==> src/rtl/irm_pkg.sv <==
// irm_pkg: constants, state and config types for the infrared serial modulator
// assumes a 100 MHz system clock and a uart-style bit stream on the serial side
// Summary of operation
// [RL1] pulse mode runs at serial rates up to 115k baud, bit time from the programmed rate.
// [RL2] every word sent starts with a zero start bit, then the rest of the word in order.
// [RL3] in pulse mode a zero bit is one infrared pulse at the start of its bit period.
// [RL4] in pulse mode a one bit gives no pulse anywhere in its bit period.
// [RL5] carrier-keyed mode runs at serial rates up to 19.2k baud.
// [RL6] in carrier-keyed mode a zero bit is a 500kHz carrier for the whole bit period.
// [RL7] in carrier-keyed mode a one bit leaves the output idle for the whole bit period.
// [RL8] receive decodes with the same scheme: pulse or carrier seen in a bit is zero, else one.
package irm_pkg;
	localparam int CLK_HZ = 100_000_000;
	localparam int PULSE_MAX_BAUD = 115_200;
	localparam int CARRIER_MAX_BAUD = 19_200;
	localparam int CARRIER_HZ = 500_000;
	// half period of the carrier, in clock cycles
	localparam int CARRIER_HALF_CYC = CLK_HZ / (2 * CARRIER_HZ);
	// pulse length: 3/16 of the bit time, a classic infrared pulse width
	localparam int PULSE_NUM = 3;
	localparam int PULSE_DEN = 16;
	localparam int DIV_W = 16;
	// least divisors, in clock cycles per bit, for each mode
	localparam logic [DIV_W-1:0] PULSE_MIN_DIV =
		DIV_W'((CLK_HZ + PULSE_MAX_BAUD - 1) / PULSE_MAX_BAUD);
	localparam logic [DIV_W-1:0] CARRIER_MIN_DIV =
		DIV_W'((CLK_HZ + CARRIER_MAX_BAUD - 1) / CARRIER_MAX_BAUD);
	// carrier edges inside a bit period that count as a burst
	localparam logic [3:0] CARRIER_EDGES_MIN = 4'h3;

	typedef enum logic [1:0] {
		IRM_IDLE = 2'b00,
		IRM_START = 2'b01,
		IRM_DATA = 2'b11,
		IRM_STOP = 2'b10
	} irm_state_e;

	typedef struct packed {
		logic carrier_keyed_infrared_mode;
		logic [DIV_W-1:0] bit_div;
	} irm_cfg_s;
endpackage

==> src/rtl/irm_bit_timer.sv <==
// irm_bit_timer: counts clock cycles within one serial bit period
// assumes div of at least two; restart realigns to a new bit
`timescale 1ns/100ps
module irm_bit_timer
	import irm_pkg::*;
#(
	parameter int W = DIV_W
) (
	// clock and reset
	input wire logic clk,
	input wire logic rst,
	input wire logic ce,
	// control
	input wire logic restart,
	input wire logic [W-1:0] div,
	// status
	output logic [W-1:0] count,
	output logic bit_end
);
	logic [W-1:0] next_count;

	always_comb begin
		next_count = count + W'(1);
		if (restart || count >= div - W'(1)) begin
			next_count = '0;
		end
	end

	assign bit_end = (count >= div - W'(1)) && !restart;

	always_ff @(posedge clk or posedge rst) begin
		if (rst) begin
			count <= '0;
		end else if (ce) begin
			count <= next_count;
		end
	end
endmodule // irm_bit_timer

==> src/rtl/irm_codec.sv <==
// irm_codec: infrared modulator and demodulator for a uart-style serial port
// assumes the serial side holds tx_data until tx_ready, and a transceiver on the pins
`timescale 1ns/100ps
module irm_codec
	import irm_pkg::*;
#(
	parameter int DATA_W = 8
) (
	// clock and reset
	input wire logic clk,
	input wire logic rst,
	input wire logic ce,
	// configuration
	input wire irm_cfg_s cfg,
	// transmit word
	input wire logic tx_valid,
	input wire logic [DATA_W-1:0] tx_data,
	output logic tx_ready,
	// received word
	output logic rx_valid,
	output logic [DATA_W-1:0] rx_data,
	output logic rx_frame_err,
	// transceiver pins
	output logic infrared_transmit_out,
	output logic infrared_mode_select,
	input wire logic infrared_receive_in
);
	logic mode_ask;
	logic [DIV_W-1:0] div;
	logic [DIV_W-1:0] pulse_len;

	// [RL1] pulse rate limit
	// [RL5] carrier rate limit
	always_comb begin
		mode_ask = cfg.carrier_keyed_infrared_mode;
		div = cfg.bit_div;
		if (!mode_ask && div < PULSE_MIN_DIV) begin
			div = PULSE_MIN_DIV;
		end
		if (mode_ask && div < CARRIER_MIN_DIV) begin
			div = CARRIER_MIN_DIV;
		end
		pulse_len = DIV_W'((32'(div) * PULSE_NUM) / PULSE_DEN);
	end

	// free-running carrier; reset state is fine since it only gates zeros
	logic [7:0] car_cnt, next_car_cnt;
	logic car, next_car;
	always_comb begin
		next_car_cnt = car_cnt + 8'h01;
		next_car = car;
		if (car_cnt >= 8'(CARRIER_HALF_CYC - 1)) begin
			next_car_cnt = 8'h00;
			next_car = !car;
		end
	end
	always_ff @(posedge clk or posedge rst) begin
		if (rst) begin
			car_cnt <= 8'h00;
			car <= 1'b0;
		end else if (ce) begin
			car_cnt <= next_car_cnt;
			car <= next_car;
		end
	end

	// transmit
	irm_state_e tx_st, next_tx_st;
	logic [DATA_W-1:0] tx_sh, next_tx_sh;
	logic [3:0] tx_n, next_tx_n;
	logic tx_bit, next_tx_bit;
	logic next_tx_ready, next_ir_out;
	logic tx_restart, tx_end;
	logic [DIV_W-1:0] tx_cnt;

	irm_bit_timer #(.W(DIV_W)) u_tx_timer (
		.clk(clk),
		.rst(rst),
		.ce(ce),
		.restart(tx_restart),
		.div(div),
		.count(tx_cnt),
		.bit_end(tx_end)
	);

	always_comb begin
		next_tx_st = tx_st;
		next_tx_sh = tx_sh;
		next_tx_n = tx_n;
		next_tx_bit = tx_bit;
		tx_restart = 1'b0;
		case (tx_st)
			IRM_IDLE: begin
				next_tx_bit = 1'b1;
				tx_restart = 1'b1;
				// [RL2] start bit zero
				if (tx_valid) begin
					next_tx_sh = tx_data;
					next_tx_bit = 1'b0;
					next_tx_n = 4'h0;
					next_tx_st = IRM_START;
				end
			end
			IRM_START: begin
				if (tx_end) begin
					next_tx_bit = tx_sh[0];
					next_tx_sh = tx_sh >> 1;
					next_tx_st = IRM_DATA;
				end
			end
			IRM_DATA: begin
				// [RL2] then lsb first
				if (tx_end) begin
					next_tx_n = tx_n + 4'h1;
					if (tx_n == 4'(DATA_W - 1)) begin
						next_tx_bit = 1'b1;
						next_tx_st = IRM_STOP;
					end else begin
						next_tx_bit = tx_sh[0];
						next_tx_sh = tx_sh >> 1;
					end
				end
			end
			IRM_STOP: begin
				if (tx_end) begin
					next_tx_st = IRM_IDLE;
				end
			end
			default: next_tx_st = IRM_IDLE;
		endcase
		next_tx_ready = (next_tx_st == IRM_IDLE) && !(tx_st == IRM_IDLE && tx_valid);
		next_ir_out = 1'b0;
		if (tx_st != IRM_IDLE && !tx_bit) begin
			// [RL6] carrier whole zero bit
			// [RL3] one pulse at bit start
			next_ir_out = mode_ask ? car : (tx_cnt < pulse_len);
		end
		// [RL4] no pulse for one
		// [RL7] idle for one
		if (tx_bit) begin
			next_ir_out = 1'b0;
		end
	end

	always_ff @(posedge clk or posedge rst) begin
		if (rst) begin
			tx_st <= IRM_IDLE;
			tx_sh <= '0;
			tx_n <= 4'h0;
			tx_bit <= 1'b1;
			tx_ready <= 1'b0;
			infrared_transmit_out <= 1'b0;
			infrared_mode_select <= 1'b0;
		end else if (ce) begin
			tx_st <= next_tx_st;
			tx_sh <= next_tx_sh;
			tx_n <= next_tx_n;
			tx_bit <= next_tx_bit;
			tx_ready <= next_tx_ready;
			infrared_transmit_out <= next_ir_out;
			infrared_mode_select <= mode_ask;
		end
	end

	// receive pin synchroniser: second and third stages must agree
	logic [2:0] rx_sync;
	logic rx_lvl, next_rx_lvl, rx_prev;
	always_comb begin
		next_rx_lvl = rx_lvl;
		if (rx_sync[1] == rx_sync[2]) begin
			next_rx_lvl = rx_sync[2];
		end
	end
	always_ff @(posedge clk or posedge rst) begin
		if (rst) begin
			rx_sync <= 3'b000;
			rx_lvl <= 1'b0;
			rx_prev <= 1'b0;
		end else if (ce) begin
			rx_sync <= {rx_sync[1:0], infrared_receive_in};
			rx_lvl <= next_rx_lvl;
			rx_prev <= rx_lvl;
		end
	end
	logic rx_rise;
	assign rx_rise = rx_lvl && !rx_prev;

	irm_state_e rx_st, next_rx_st;
	logic [DATA_W-1:0] rx_sh, next_rx_sh;
	logic [3:0] rx_n, next_rx_n;
	logic [3:0] rx_edges, next_rx_edges;
	logic rx_seen, next_rx_valid, next_rx_err;
	logic [DATA_W-1:0] next_rx_data;
	logic rx_restart, rx_end;
	logic [DIV_W-1:0] rx_cnt;

	irm_bit_timer #(.W(DIV_W)) u_rx_timer (
		.clk(clk),
		.rst(rst),
		.ce(ce),
		.restart(rx_restart),
		.div(div),
		.count(rx_cnt),
		.bit_end(rx_end)
	);

	// [RL8] zero when pulse or burst seen
	always_comb begin
		next_rx_st = rx_st;
		next_rx_sh = rx_sh;
		next_rx_n = rx_n;
		next_rx_edges = rx_edges;
		next_rx_valid = 1'b0;
		next_rx_err = 1'b0;
		next_rx_data = rx_data;
		rx_restart = 1'b0;
		if (rx_rise && rx_edges != 4'hF) begin
			next_rx_edges = rx_edges + 4'h1;
		end
		// a lone glitch must not pass as a carrier burst
		rx_seen = mode_ask ? (next_rx_edges >= CARRIER_EDGES_MIN) : (next_rx_edges != 4'h0);
		if (rx_end) begin
			next_rx_edges = 4'h0;
		end
		case (rx_st)
			IRM_IDLE: begin
				rx_restart = 1'b1;
				next_rx_edges = 4'h0;
				if (rx_rise) begin
					next_rx_edges = 4'h1;
					next_rx_n = 4'h0;
					next_rx_st = IRM_START;
				end
			end
			IRM_START: begin
				// pulse windows straddle each bit start, so a pulse never sits on a window edge
				if (!mode_ask && rx_cnt >= (div >> 1)) begin
					rx_restart = 1'b1;
					next_rx_edges = 4'h0;
					next_rx_st = rx_seen ? IRM_DATA : IRM_IDLE;
				end
				// a burst fills its whole bit, so carrier windows follow the bit itself
				if (mode_ask && rx_end) begin
					next_rx_st = rx_seen ? IRM_DATA : IRM_IDLE;
				end
			end
			IRM_DATA: begin
				if (rx_end) begin
					next_rx_sh = {!rx_seen, rx_sh[DATA_W-1:1]};
					next_rx_n = rx_n + 4'h1;
					if (rx_n == 4'(DATA_W - 1)) begin
						next_rx_st = IRM_STOP;
					end
				end
			end
			IRM_STOP: begin
				if (rx_end) begin
					next_rx_valid = 1'b1;
					next_rx_err = rx_seen;
					next_rx_data = rx_sh;
					next_rx_st = IRM_IDLE;
				end
			end
			default: next_rx_st = IRM_IDLE;
		endcase
	end

	always_ff @(posedge clk or posedge rst) begin
		if (rst) begin
			rx_st <= IRM_IDLE;
			rx_sh <= '0;
			rx_n <= 4'h0;
			rx_edges <= 4'h0;
			rx_valid <= 1'b0;
			rx_frame_err <= 1'b0;
			rx_data <= '0;
		end else if (ce) begin
			rx_st <= next_rx_st;
			rx_sh <= next_rx_sh;
			rx_n <= next_rx_n;
			rx_edges <= next_rx_edges;
			rx_valid <= next_rx_valid;
			rx_frame_err <= next_rx_err;
			rx_data <= next_rx_data;
		end
	end
endmodule // irm_codec

==> config.mk <==
export PLATFORM = sky130hd
export DESIGN_NAME = irm_codec
export DESIGN_NICKNAME = d
export VERILOG_FILES = /design/src/rtl/irm_pkg.sv /design/src/rtl/irm_bit_timer.sv /design/src/rtl/irm_codec.sv
export SDC_FILE = /design/constraint.sdc
export NUM_CORES = 1
export LEC_CHECK = 0
export BUFFER_PORTS_ARGS = -buffer_cell sky130_fd_sc_hd__buf_4
export CAP_MARGIN = 20
export CELL_PAD_IN_SITES_DETAIL_PLACEMENT = 1
export CELL_PAD_IN_SITES_GLOBAL_PLACEMENT = 1
export CORE_ASPECT_RATIO = 1.75
export CORE_MARGIN = 4
export CORE_UTILIZATION = 44
export DETAILED_ROUTE_END_ITERATION = 6
export GPL_TIMING_DRIVEN = 0
export PLACE_DENSITY_LB_ADDON = 0.25
export SLEW_MARGIN = 10
export SYNTH_ARGS = -nofsm -noshare
export SYNTH_HDL_FRONTEND = slang
export SYNTH_SLANG_ARGS = --single-unit
==> constraint.sdc <==
create_clock -name clk -period 2.9 [get_ports clk]
set_input_delay 0.29 -clock clk [delete_from_list [all_inputs] [get_ports clk]]
set_output_delay 0.29 -clock clk [all_outputs]
set_load 0.05 [all_outputs]
### Word-level counts from Yosys, hierarchy flattened

Index checks and enable logic that the tools add are counted.

* output and inout bits: 13
* register bits after elaboration: 92
* input bits: 30
* word-level logic and storage cells: 145

* magnitude comparators: 8
* reductions and logical operators: 38
* $add $sub $neg: 7
* multipliers: 1
* equal/unequal tests: 19
* multiplexer cells: 51

Operators with widths (count)
* two-way mux 16 bit: 4
* two-way mux 8 bit: 5
* adder 16 x 1 -> 16 bit (second input constant): 2
* greater-or-equal comparator 16 bit: 2
* two-way mux 4 bit: 7
* two-way mux 2 bit: 12
* one-hot mux 4 bit (2 select lines): 3
* one-hot mux 8 bit (3 select lines): 1
* multiplier 16 x 2 -> 18 bit (second input constant): 1
* greater-or-equal comparator 16 x 15 -> 1 bit: 1
* less-than comparator 16 x 10 -> 1 bit (second input constant): 1
* less-than comparator 16 x 13 -> 1 bit (second input constant): 1
* less-than comparator 16 x 14 -> 1 bit: 1
* != test 2 bit (second input constant): 8
* one-hot mux 2 bit (4 select lines): 2
* subtractor 16 x 1 -> 16 bit (second input constant): 1
* two-way mux 1 bit: 15
* adder 4 x 1 -> 4 bit (second input constant): 3
* AND reduction 4 bit: 3
* AND reduction 6 bit: 2
* logical AND 1 bit: 11
* adder 8 x 1 -> 8 bit (second input constant): 1
* == test 2 bit (second input constant): 4
* == test 4 x 3 -> 1 bit (second input constant): 2
* other kinds (16): 31

### Logic depth before layout (Yosys ltp)

Gate-level depths: netlist (run 1).

* word-level depth: 15
* depth in mapped cells: 28
* mapped depth without buffers: 26

### Modules after synthesis

From an unflattened synthesis (run 1), not the netlist that was laid out.

* cells, all modules: 788
* area total of the unflattened synthesis: 6985.4 sq um

Modules (own cells, without submodules)
* irm_codec: area each 4175.3 sq um, seq. area each 1502.7 sq um, times used 1, cells an instance 462
* irm_bit_timer: area each 1405.1 sq um, seq. area each 400.4 sq um, times used 2, cells an instance 163

### Worst setup path after synthesis (run 1)

OpenSTA, ideal clock, no wires.

* kind: input to register
* start point: input port cfg[10] (netlist name)
* end point: register u_rx_timer.count[10]
* path slack: -2.284 ns
* stages: 21
* arrival time: 5.107 ns
* library setup time: 0.077 ns
* required time: 2.823 ns
* path buffers: 1
* cell sequence: or2_2 -> a2111oi_4 -> nor2_2 -> o21ai_0 -> ha_1 -> o21ai_0 -> a211oi_1 -> nand2b_1 -> nand3b_1 -> xnor2_1 -> ha_1 -> or4_1 -> a21oi_1 -> o211ai_1 -> a31oi_1 -> nor2_1 -> a41oi_1 -> nand2_1 -> or2_1 -> buf_4 -> a21oi_1

* cells in the longest elaborated chain, start to end: 12
* elaborated cells between the ends (all ways): 14
* those cells by class: add/sub (1); order compare (4); mux (5); reduce/logical (4)

RTL lines
* start: declaration: RTL line irm_codec.sv:14 `input wire irm_cfg_s cfg,`
* less-than comparator 16 x 10 -> 1 bit: RTL line irm_codec.sv:37 `if (!mode_ask && div < PULSE_MIN_DIV) begin`
* logical AND 1 bit: RTL line irm_codec.sv:37
* two-way mux 16 bit (*): RTL line irm_codec.sv:37
* less-than comparator 16 x 13 -> 1 bit: RTL line irm_codec.sv:40 `if (mode_ask && div < CARRIER_MIN_DIV) begin`
* logical AND 1 bit: RTL line irm_codec.sv:40
* two-way mux 16 bit (*): RTL line irm_codec.sv:40
* parallel branches: the longest is 4 deep, another holds subtractor 16 x 1 -> 16 bit
* logical OR 1 bit (*): RTL line irm_bit_timer.sv:24 `if (restart || count >= div - W'(1)) begin`
* two-way mux 16 bit (*): RTL line irm_bit_timer.sv:24
* end signal: assignment: RTL line irm_bit_timer.sv:35 `count <= next_count;`
* end: declaration: RTL line irm_bit_timer.sv:17 `output logic [W-1:0] count,`

Mark *: on every way between the ends.
A chain may end at the register's enable or synchronous reset.

### Worst setup path in the final report (run 1)

* start point: input port cfg[16] (netlist name)
* end point: register rx_sh[1]

* cells in the longest elaborated chain, start to end: 13
* elaborated cells between the ends (all ways): 15
* those cells by class: add/sub (1); order compare (3); mux (4); reduce/logical (7)

RTL lines
* parallel branches: the longest is 11 deep, another holds less-than comparator 16 x 13 -> 1 bit
* logical AND 1 bit (*): RTL line irm_bit_timer.sv:29 `assign bit_end = (count >= div - W'(1)) && !restart;`
* AND reduction 3 bit (no source line) (*)
* end signal: assignment: RTL line irm_codec.sv:279 `rx_sh <= next_rx_sh;`
* end: declaration: RTL line irm_codec.sv:189 `logic [DATA_W-1:0] rx_sh, next_rx_sh;`

Marked as above.

==> results list, run 1 <==
* Outcome: complete, but fails checks
- The checks that failed: negative setup slack.
- Summed over all layers, the global routing overflow is 0.
- YS warnings: 0
- In the final timing run, aggregate negative setup slack is -165.47 ns.
- Across the run, the number of max-cap violations was 0.
- Average cell area after synthesis: 9.17 um2
- Setup slack after placement: -3.18 ns
- The first global-routing pass estimated 39600 um of wire.
- Largest net degree at the start of global routing: 61
- CTS placed an instance of clkbuf_16 at the clock tree root.
- The number of max-slew violations in the final report was 0.
- The number of cells on the worst reg-to-reg path is 13.
- Layout filler cell count: 1810
- P per Cell Area: 516 nW/um2
* RSZ-0062 raised after global routing: true
- Number of routed nets with antenna violations: 0
* Post-route DRC violation count: 0
* Synthesized area: 7210 um2
- The worst setup path is captured at a flop.
- Insertion delay to the later sink of the worst-skew pair: 0.35 ns
- Peak supply drop: 0.441 mV
- Measured along the y axis, the die boundary spans 177 um.
- Via-per-instance ratio: 6.15
- The initial antenna violation count came to 0.
- Core region area: 16000 um2
- I/O pin count: 43
- Leakage power: 4.26 nW
* Actual slew at the worst max-slew pin: 0.871 ns
- The clock arrives with 0.00576 ns of skew.
- Maximum buffer depth of the clock tree: 2
- Counting tap cells, the placed design contains a total of 1015 instances.
* Finished Core Util: 57.3%
* Number of H-tree branching levels: 3
* Worst endpoint required time: 3.13 ns
* Area grow syn2layout: 27.4%
- After synthesis, the netlist uses 77 different library cells.
* Achievable frequency: 0.191 GHz
- TritonCTS built the clock tree.
* Number of CTS-inserted buffers: 9
- The number of hold violations in the final report was 0.
- In this run the critical register-to-register path is launched from u_rx_timer.count[0]$_DFFE_PP0P_.
- The count of buffers added on input and output ports is 39.
- Share of cells above drive strength 1: 28.5%
* Number of global-route vias before repair: 7639
- Once detailed placement completed, the half-perimeter wirelength came to 17300 um.
- Clock-pin slew on the worst setup and hold paths: 0.06 ns
- Synthesis produced 786 cells.
* Number of DRC markers in iteration 0: 239
* Cell Rows: 61
- STA classifies the critical path startpoint as an input port.
- The worst hold path terminates at rx_sync[0]$_DFFE_PP0P_.
- Relative slew margins: 41.9%
- Routability congestion estimate from global placement: 0.910
* ANT cells: 0
* Final worst slack: -2.33 ns
* Clock period minus worst slack: 5.23 ns
* Net count after synthesis: 902
* First-pass detailed-route iteration total: 4
- The worst path uses 180% of the clock period.
* Share of flip-flops with an asynchronous set or reset: 100%
* Die width: 105 um
* Critical path class: input port to flop
- Of the synthesized area, sequential elements account for 32.0%.
- Number of synthesized flops with an enable pin: 0
* Most frequently used flop master after synthesis: dfrtp_1
* Final-report setup violation count: 77
- Via count: 6696
* CP Max Fanout: 5
- In this run the critical register-to-register path is captured at rx_sh[1]$_DFFE_PP0P_.
- Drt wl/cell: 22.9 um
* Net count of the finished layout: 1010
- For this configuration, the core starts out at a cell density of 45.0%.
- Hold wc startpoint: infrared_receive_in
* Number of storage elements in the synthesis netlist: 92
- Non-Filler Instances: 1088
- Counting instances, the worst hold path has a depth of 2.
- The path class of the tightest hold or removal check is input port to flop.
- Number of sinks on the clock net: 92
- Register-to-register setup slack: -0.39 ns
* Total length of routed wires: 24900 um
- Data on the critical path arrives at its endpoint at 5.46 ns.
- The die covers 18600 um2.
- Overall routing resource usage: 26.9%
==> registers in the layout, indices dropped and copies added, names as in the netlist <==
name and flops:
rx_data 8, tx_bit 1, rx_frame_err 1, rx_prev 1, tx_st 2, rx_st 2
rx_n 4, rx_sh 8, u_tx_timer.count 16, car 1, rx_lvl 1, tx_ready 1
tx_n 4, infrared_transmit_out 1, rx_edges 4, u_rx_timer.count 16, tx_sh 8, infrared_mode_select 1
car_cnt 8, rx_sync 3, rx_valid 1
==> cell families (layout without fill, tap and decap cells) <==
logic type | Yosys count | after routing | share of synthesized area, %
compound gates | 197 | 197 | 19.2
xor+xnor | 53 | 53 | 6.44
fa+ha+maj | 87 | 87 | 15.1
buf+inv | 74 | 187 | 4.18
flops | 92 | 92 | 32.0
mux | 41 | 41 | 6.37
simple gates | 242 | 242 | 16.8
==> area by class of cell <==
cell class,instances,area [um2],share of cell area (%)
clock buffer,12,246,2.68
tap,189,236,2.57
clock inverter,4,72.6,0.790
sequential,92,2300,25.1
multi-input combinational,620,5160,56.2
buffer,28,158,1.72
timing repair buffer,97,830,9.03
inverter,46,175,1.91
==> synthesized netlist by cell type, drive strengths merged, types with 8 or more instances <==
cell	n	area share (%)
xor2	15	1.8
nand2b	11	0.95
buf	11	0.90
o21ai	43	3.0
nor3	22	1.6
a21oi	48	3.6
ha	86	15
inv	46	2.4
nand3	22	1.5
nor2b	9	0.78
mux2	36	5.7
and2	8	0.69
clkbuf	17	0.89
nand2	59	3.1
a211oi	8	0.83
xnor2	38	4.6
dfrtp	91	32
a31oi	12	1.1
a21o	20	2.1
nand4	14	1.2
nor2	57	3.0
==> layer usage <==
layer / GRT usage (%) / wire length, um
met4: 16.1 / 1330
met2: 52.7 / 14000
met3: 3.49 / 757
met5: 0 / 0
met1: 26.3 / 8800
==> worst max-delay path by stage <==
stage,startpoint,end,cells past startpoint
after floorplan,cfg[10],infrared_transmit_out$_DFFE_PP0P_,24
after CTS,cfg[16],infrared_transmit_out$_DFFE_PP0P_,26
after detailed placement,cfg[6],infrared_transmit_out$_DFFE_PP0P_,29
after global placement,cfg[6],infrared_transmit_out$_DFFE_PP0P_,29
after global routing,cfg[16],rx_edges[1]$_DFFE_PP0P_,27
final,cfg[16],rx_sh[1]$_DFFE_PP0P_,26
==> metrics by stage <==
step           hold slack (ns)  total power, W  area [um2]
4_1_cts                  0.175         0.00466        8970
3_3_place_gp             0.481         0.00307        7890
3_5_place_dp             0.345         0.00320        7920
2_1_floorplan            0.429         0.00273        7360
5_1_grt                  0.191         0.00502        9190
6_report                 0.188         0.00474        9190
==> cell usage in the layout (no fill, tap or decap), types with 24 or more instances in the layout <==
cell / netlist / final
buf_4: 2 / 76
xnor2_1: 38 / 32
a21oi_1: 45 / 25
dfrtp_1: 91 / 91
buf_6: 1 / 24
nand2_1: 59 / 54
inv_1: 46 / 45
o21ai_0: 42 / 28
mux2_2: 35 / 28
ha_1: 86 / 81
nor2_1: 56 / 48
==> report_power, final <==
group | internal, W | switching [W] | leakage (nW)
clock | 0.000779 | 0.000518 | 0.153
sequential | 0.00146 | 0.000256 | 1.20
combinational | 0.000748 | 0.000979 | 2.91
total | 0.00298 | 0.00175 | 4.26
==> what timing repair did <==
| action | 4_1_cts | 5_1_grt |
|---|---|---|
| pin swaps | 42 | 20 |
| hold endpoints to repair | 31 | 0 |
| hold buffers | 1 | 0 |
| cloned | 3 | 0 |
| setup buffers | 43 | 12 |
| endpoints found under the setup margin | 77 | 77 |
| resized for setup | 94 | 28 |
==> worst max-delay path, cell delays in order <==
cell and delay (ns):
buf_6 0.09, or4_4 0.53, or2_0 0.22, buf_4 0.17, or2_1 0.22, buf_6 0.14, a21oi_4 0.21, buf_4 0.15
buf_6 0.09, ha_4 0.12, nor2b_4 0.16, nand3_4 0.09, nor4_4 0.32, xnor2_2 0.15, ha_2 0.21, or4_4 0.54
a21oi_4 0.13, o211ai_1 0.15, buf_4 0.17, nand4_1 0.16, a2111oi_4 0.10, a41oi_2 0.19, buf_6 0.18, a211o_1 0.20
buf_6 0.16, mux2_4 0.30
Note: power is estimated with default switching activity, not from simulation.
==> run 2: changes to the inputs <==
--- a/config.mk
+++ b/config.mk
@@ -7,11 +7,9 @@
 export LEC_CHECK = 0
 export BUFFER_PORTS_ARGS = -buffer_cell sky130_fd_sc_hd__buf_4
 export CAP_MARGIN = 20
-export CELL_PAD_IN_SITES_DETAIL_PLACEMENT = 1
-export CELL_PAD_IN_SITES_GLOBAL_PLACEMENT = 1
 export CORE_ASPECT_RATIO = 1.75
 export CORE_MARGIN = 4
-export CORE_UTILIZATION = 44
+export CORE_UTILIZATION = 56
 export DETAILED_ROUTE_END_ITERATION = 6
 export GPL_TIMING_DRIVEN = 0
 export PLACE_DENSITY_LB_ADDON = 0.25
==> run 2 against run 1 <==
The run still ends with negative setup slack left. Register-to-register slack better by 0.12 ns. Clock-buffer cell count is 1 higher. Wire length shrank 7.7%. Clock power decreased by 9%. Maximum frequency up 3.6%. Critical path depth down 3. Sequential cell count unchanged. Critical endpoint is now infrared_transmit_out$_DFFE_PP0P_. Highest routed layer unchanged.
==> results list, run 2 (synthesis gave the netlist of run 1 again) <==
- The starting utilization of the core area was 57.4% (was 45.0%).
- The violation count after the first detailed-routing iteration came to 507 (was 239).
- Maximum buffer depth of the clock tree: 2 (unchanged)
- The number of vias per cell came to 6.45 (was 6.15).
* Overall die area: 14800 um2 (was 18600 um2)
- The peak supply drop came to 0.430 mV (was 0.441 mV).
- Critical path class: input port to flop (unchanged)
- The number of clock sinks was 92 (unchanged).
- Smallest hold slack: 0.185 ns (was 0.188 ns)
- Net count of the finished layout: 1024 (was 1010)
- The clock latency of the later-clocked register in the worst-skew pair is 0.35 ns (about the same).
- The average wire length per cell after detail routing came to 21.2 um (was 22.9 um).
* Overall routing resource usage: 30.0% (was 26.9%)
- The initial antenna violation count came to 0 (unchanged).
* First-pass detailed-route iteration total: 6 (was 4)
* Final Total Pwr: 0.00463 W (was 0.00474 W)
- Hold wc startpoint: infrared_receive_in (unchanged)
* Area grow syn2layout: 31.4% (was 27.4%)
- The half-perimeter wire length of the detailed placement result came to 14800 um (was 17300 um).
- Relative slew margins: 37.5% (was 41.9%)
* Final period utilization: 174% (was 180%)
- The wire length after detailed routing came to 23000 um (was 24900 um).
- ANT cells: 0 (unchanged)
- CP Launch Type: input port (unchanged)
- The worst endpoint data arrival time is 5.31 ns (was 5.46 ns).
* I/O pin count: 43 (unchanged)
- Die width: 93.8 um (was 105 um)
* Critical Path End Type: flop (unchanged)
- The cell area power density is 489 nW/um2 (was 516 nW/um2).
- Number of CTS-inserted buffers: 9 (unchanged)
- The total of fill cells in the finished design came to 854 (was 1810).
- Worst endpoint required time: 3.17 ns (was 3.13 ns)
- CP Max Fanout: 5 (unchanged)
- The number of max-slew violations in the final report is 0 (unchanged).
- Outcome: complete, but fails checks (unchanged).
* Wire length of the first global-routing pass: 35300 um (was 39600 um)
- Cell depth of the worst flop-to-flop path: 12 (was 13)
- The worst hold-check path type is input port to flop (unchanged).
* Share of cells above drive strength 1: 31.7% (was 28.5%)
* Top library cells by usage in the layout, fill and taps aside: dfrtp_1 (91), buf_4 (85), ha_1 (76) (was dfrtp_1 (91), ha_1 (81), buf_4 (76))
- Number of global-route vias before repair: 7224 (was 7639)
- The DRC violation count after routing came to 0 (unchanged).
- The total leakage power was 4.34 nW (was 4.26 nW).
- The reg-to-reg critical path endpoint is rx_st[1]$_DFFE_PP0P_ (was rx_sh[1]$_DFFE_PP0P_).
- The worst-case hold path end point was rx_sync[0]$_DFFE_PP0P_ (unchanged).
- Worst hold path depth: 2 (unchanged)
- The count of input and output buffers came to 39 (unchanged).
- Worst r2r src: u_rx_timer.count[0]$_DFFE_PP0P_ (unchanged)
- RSZ-0062 raised after global routing: true (unchanged).
- The number of H-tree branching levels came to 3 (unchanged).
* Leading registers by flop count: u_rx_timer.count x16, u_tx_timer.count x16 (unchanged)
- Achievable frequency: 0.198 GHz (was 0.191 GHz)
- The root buffer cell is clkbuf_16 (unchanged).
- The final-report setup violation count came to 77 (unchanged).
- The total overflow reported by the global router is 0 (unchanged).
- Failing checks: negative setup slack (unchanged).
- Cell Rows: 54 (was 61)
* Largest net degree at the start of global routing: 60 (was 61)
- Most frequent standard cell in the layout excluding fill and tap cells: dfrtp_1 (unchanged)
- The post-route worst setup slack was -2.14 ns (was -2.33 ns).
- Die boundary height: 158 um (was 177 um)
- Core region area: 12600 um2 (was 16000 um2)
- Maxcap violations: 0 (unchanged)
- The post-route antenna net violation count is 0 (unchanged).
* TritonCTS clock tree: yes (unchanged)
* Clock-pin slew on the worst setup and hold paths: 0.07 ns (was 0.06 ns)
- Routability congestion estimate from global placement: 0.967 (was 0.910)
- Register-to-register setup slack: -0.27 ns (was -0.39 ns)
* Clock period minus worst slack: 5.04 ns (was 5.23 ns)
- The number of hold violations in the final report is 0 (unchanged).
- The number of vias after detailed routing is 6971 (was 6696).
* Final Skew: 0.0111 ns (was 0.00576 ns)
- The measured slew at the worst slew-check pin is 0.938 ns (was 0.871 ns).
## run 2: cell types whose count changed in the layout (fill, tap and decap cells not counted), sizes merged
cell / before / now
buf: 106 / 120
bufinv: 2 / 1
clkbuf: 30 / 31
## run 2: final cells by class
cell class | instances | area [um2] | area share (%)
plain buffers | 28 | 166 | 1.76
clock buffers | 13 | 250 | 2.64
clock inverters | 3 | 46.3 | 0.489
inverters | 46 | 175 | 1.85
multi-input cells | 620 | 5330 | 56.3
flip-flops and latches | 92 | 2300 | 24.3
well taps | 168 | 210 | 2.22
repair buffers | 111 | 988 | 10.4
## run 2: per-layer routing
layer / GRT usage, % / wire length (um) / part of all wire [%]
met1: 31.6 / 8080 / 35
met2: 54.7 / 12000 / 52
met3: 3.99 / 1210 / 5.3
met4: 19.8 / 1670 / 7.3
met5: 0 / 0 / 0
## run 2: worst max path at each step
stage | from | to | slack, ns | depth (start not counted)
2_1_floorplan | cfg[10] | infrared_transmit_out$_DFFE_PP0P_ | -1.79 | 24
3_3_place_gp | cfg[6] | infrared_transmit_out$_DFFE_PP0P_ | -2.90 | 29
4_1_cts | cfg[10] | rx_sh[5]$_DFFE_PP0P_ | -2.04 | 23
3_5_place_dp | cfg[6] | u_rx_timer.count[11]$_DFFE_PP0P_ | -2.99 | 24
5_1_grt | cfg[10] | infrared_transmit_out$_DFFE_PP0P_ | -2.37 | 29
6_report | cfg[10] | infrared_transmit_out$_DFFE_PP0P_ | -2.14 | 23
## run 2: through the flow
| step | setup slack (ns) | instance area, um2 | utilization (%) | instances | setup TNS (ns) |
|---|---|---|---|---|---|
| 6_report | -2.14 | 9470 | 75.4 | 1081 | -146.19 |
| 5_1_grt | -2.37 | 9470 | 75.4 | 1081 | -158.68 |
| 4_1_cts | -2.04 | 9090 | 72.3 | 1067 | -137.24 |
| 3_5_place_dp | -2.99 | 7890 | 62.8 | 994 | -214.87 |
| 3_3_place_gp | -2.90 | 7860 | 62.6 | 993 | -275.42 |
| 2_1_floorplan | -1.79 | 7360 | - | 786 | -121.00 |
## run 2: power by group
part	switching [W]	total, W	internal (W)
logic	0.000960	0.00174	0.000779
registers	0.000252	0.00171	0.00146
clock network	0.000489	0.00118	0.000694
## run 2: critical path, stage by stage
cell and delay (ns):
buf_6 0.10, or4_4 0.53, or2_1 0.24, buf_6 0.14
nor2_4 0.21, o21ai_0 0.23, ha_1 0.44, a22o_1 0.24
o21bai_1 0.15, a32oi_1 0.12, o32a_1 0.24, o41a_1 0.42
a211o_1 0.32, a21o_1 0.23, xnor2_2 0.15, ha_1 0.32
a21oi_2 0.17, nor2b_2 0.06, o21ai_2 0.15, a22oi_2 0.09
nor4_2 0.22, a21oi_1 0.07, a31oi_1 0.19
## run 2: what timing repair did
action,in CTS,in global routing
pin swaps,66,31
cloned,4,0
setup endpoints to repair,77,77
hold buffers,1,0
buffers inserted,52,14
endpoints found under the hold margin,32,0
resized for setup,108,51
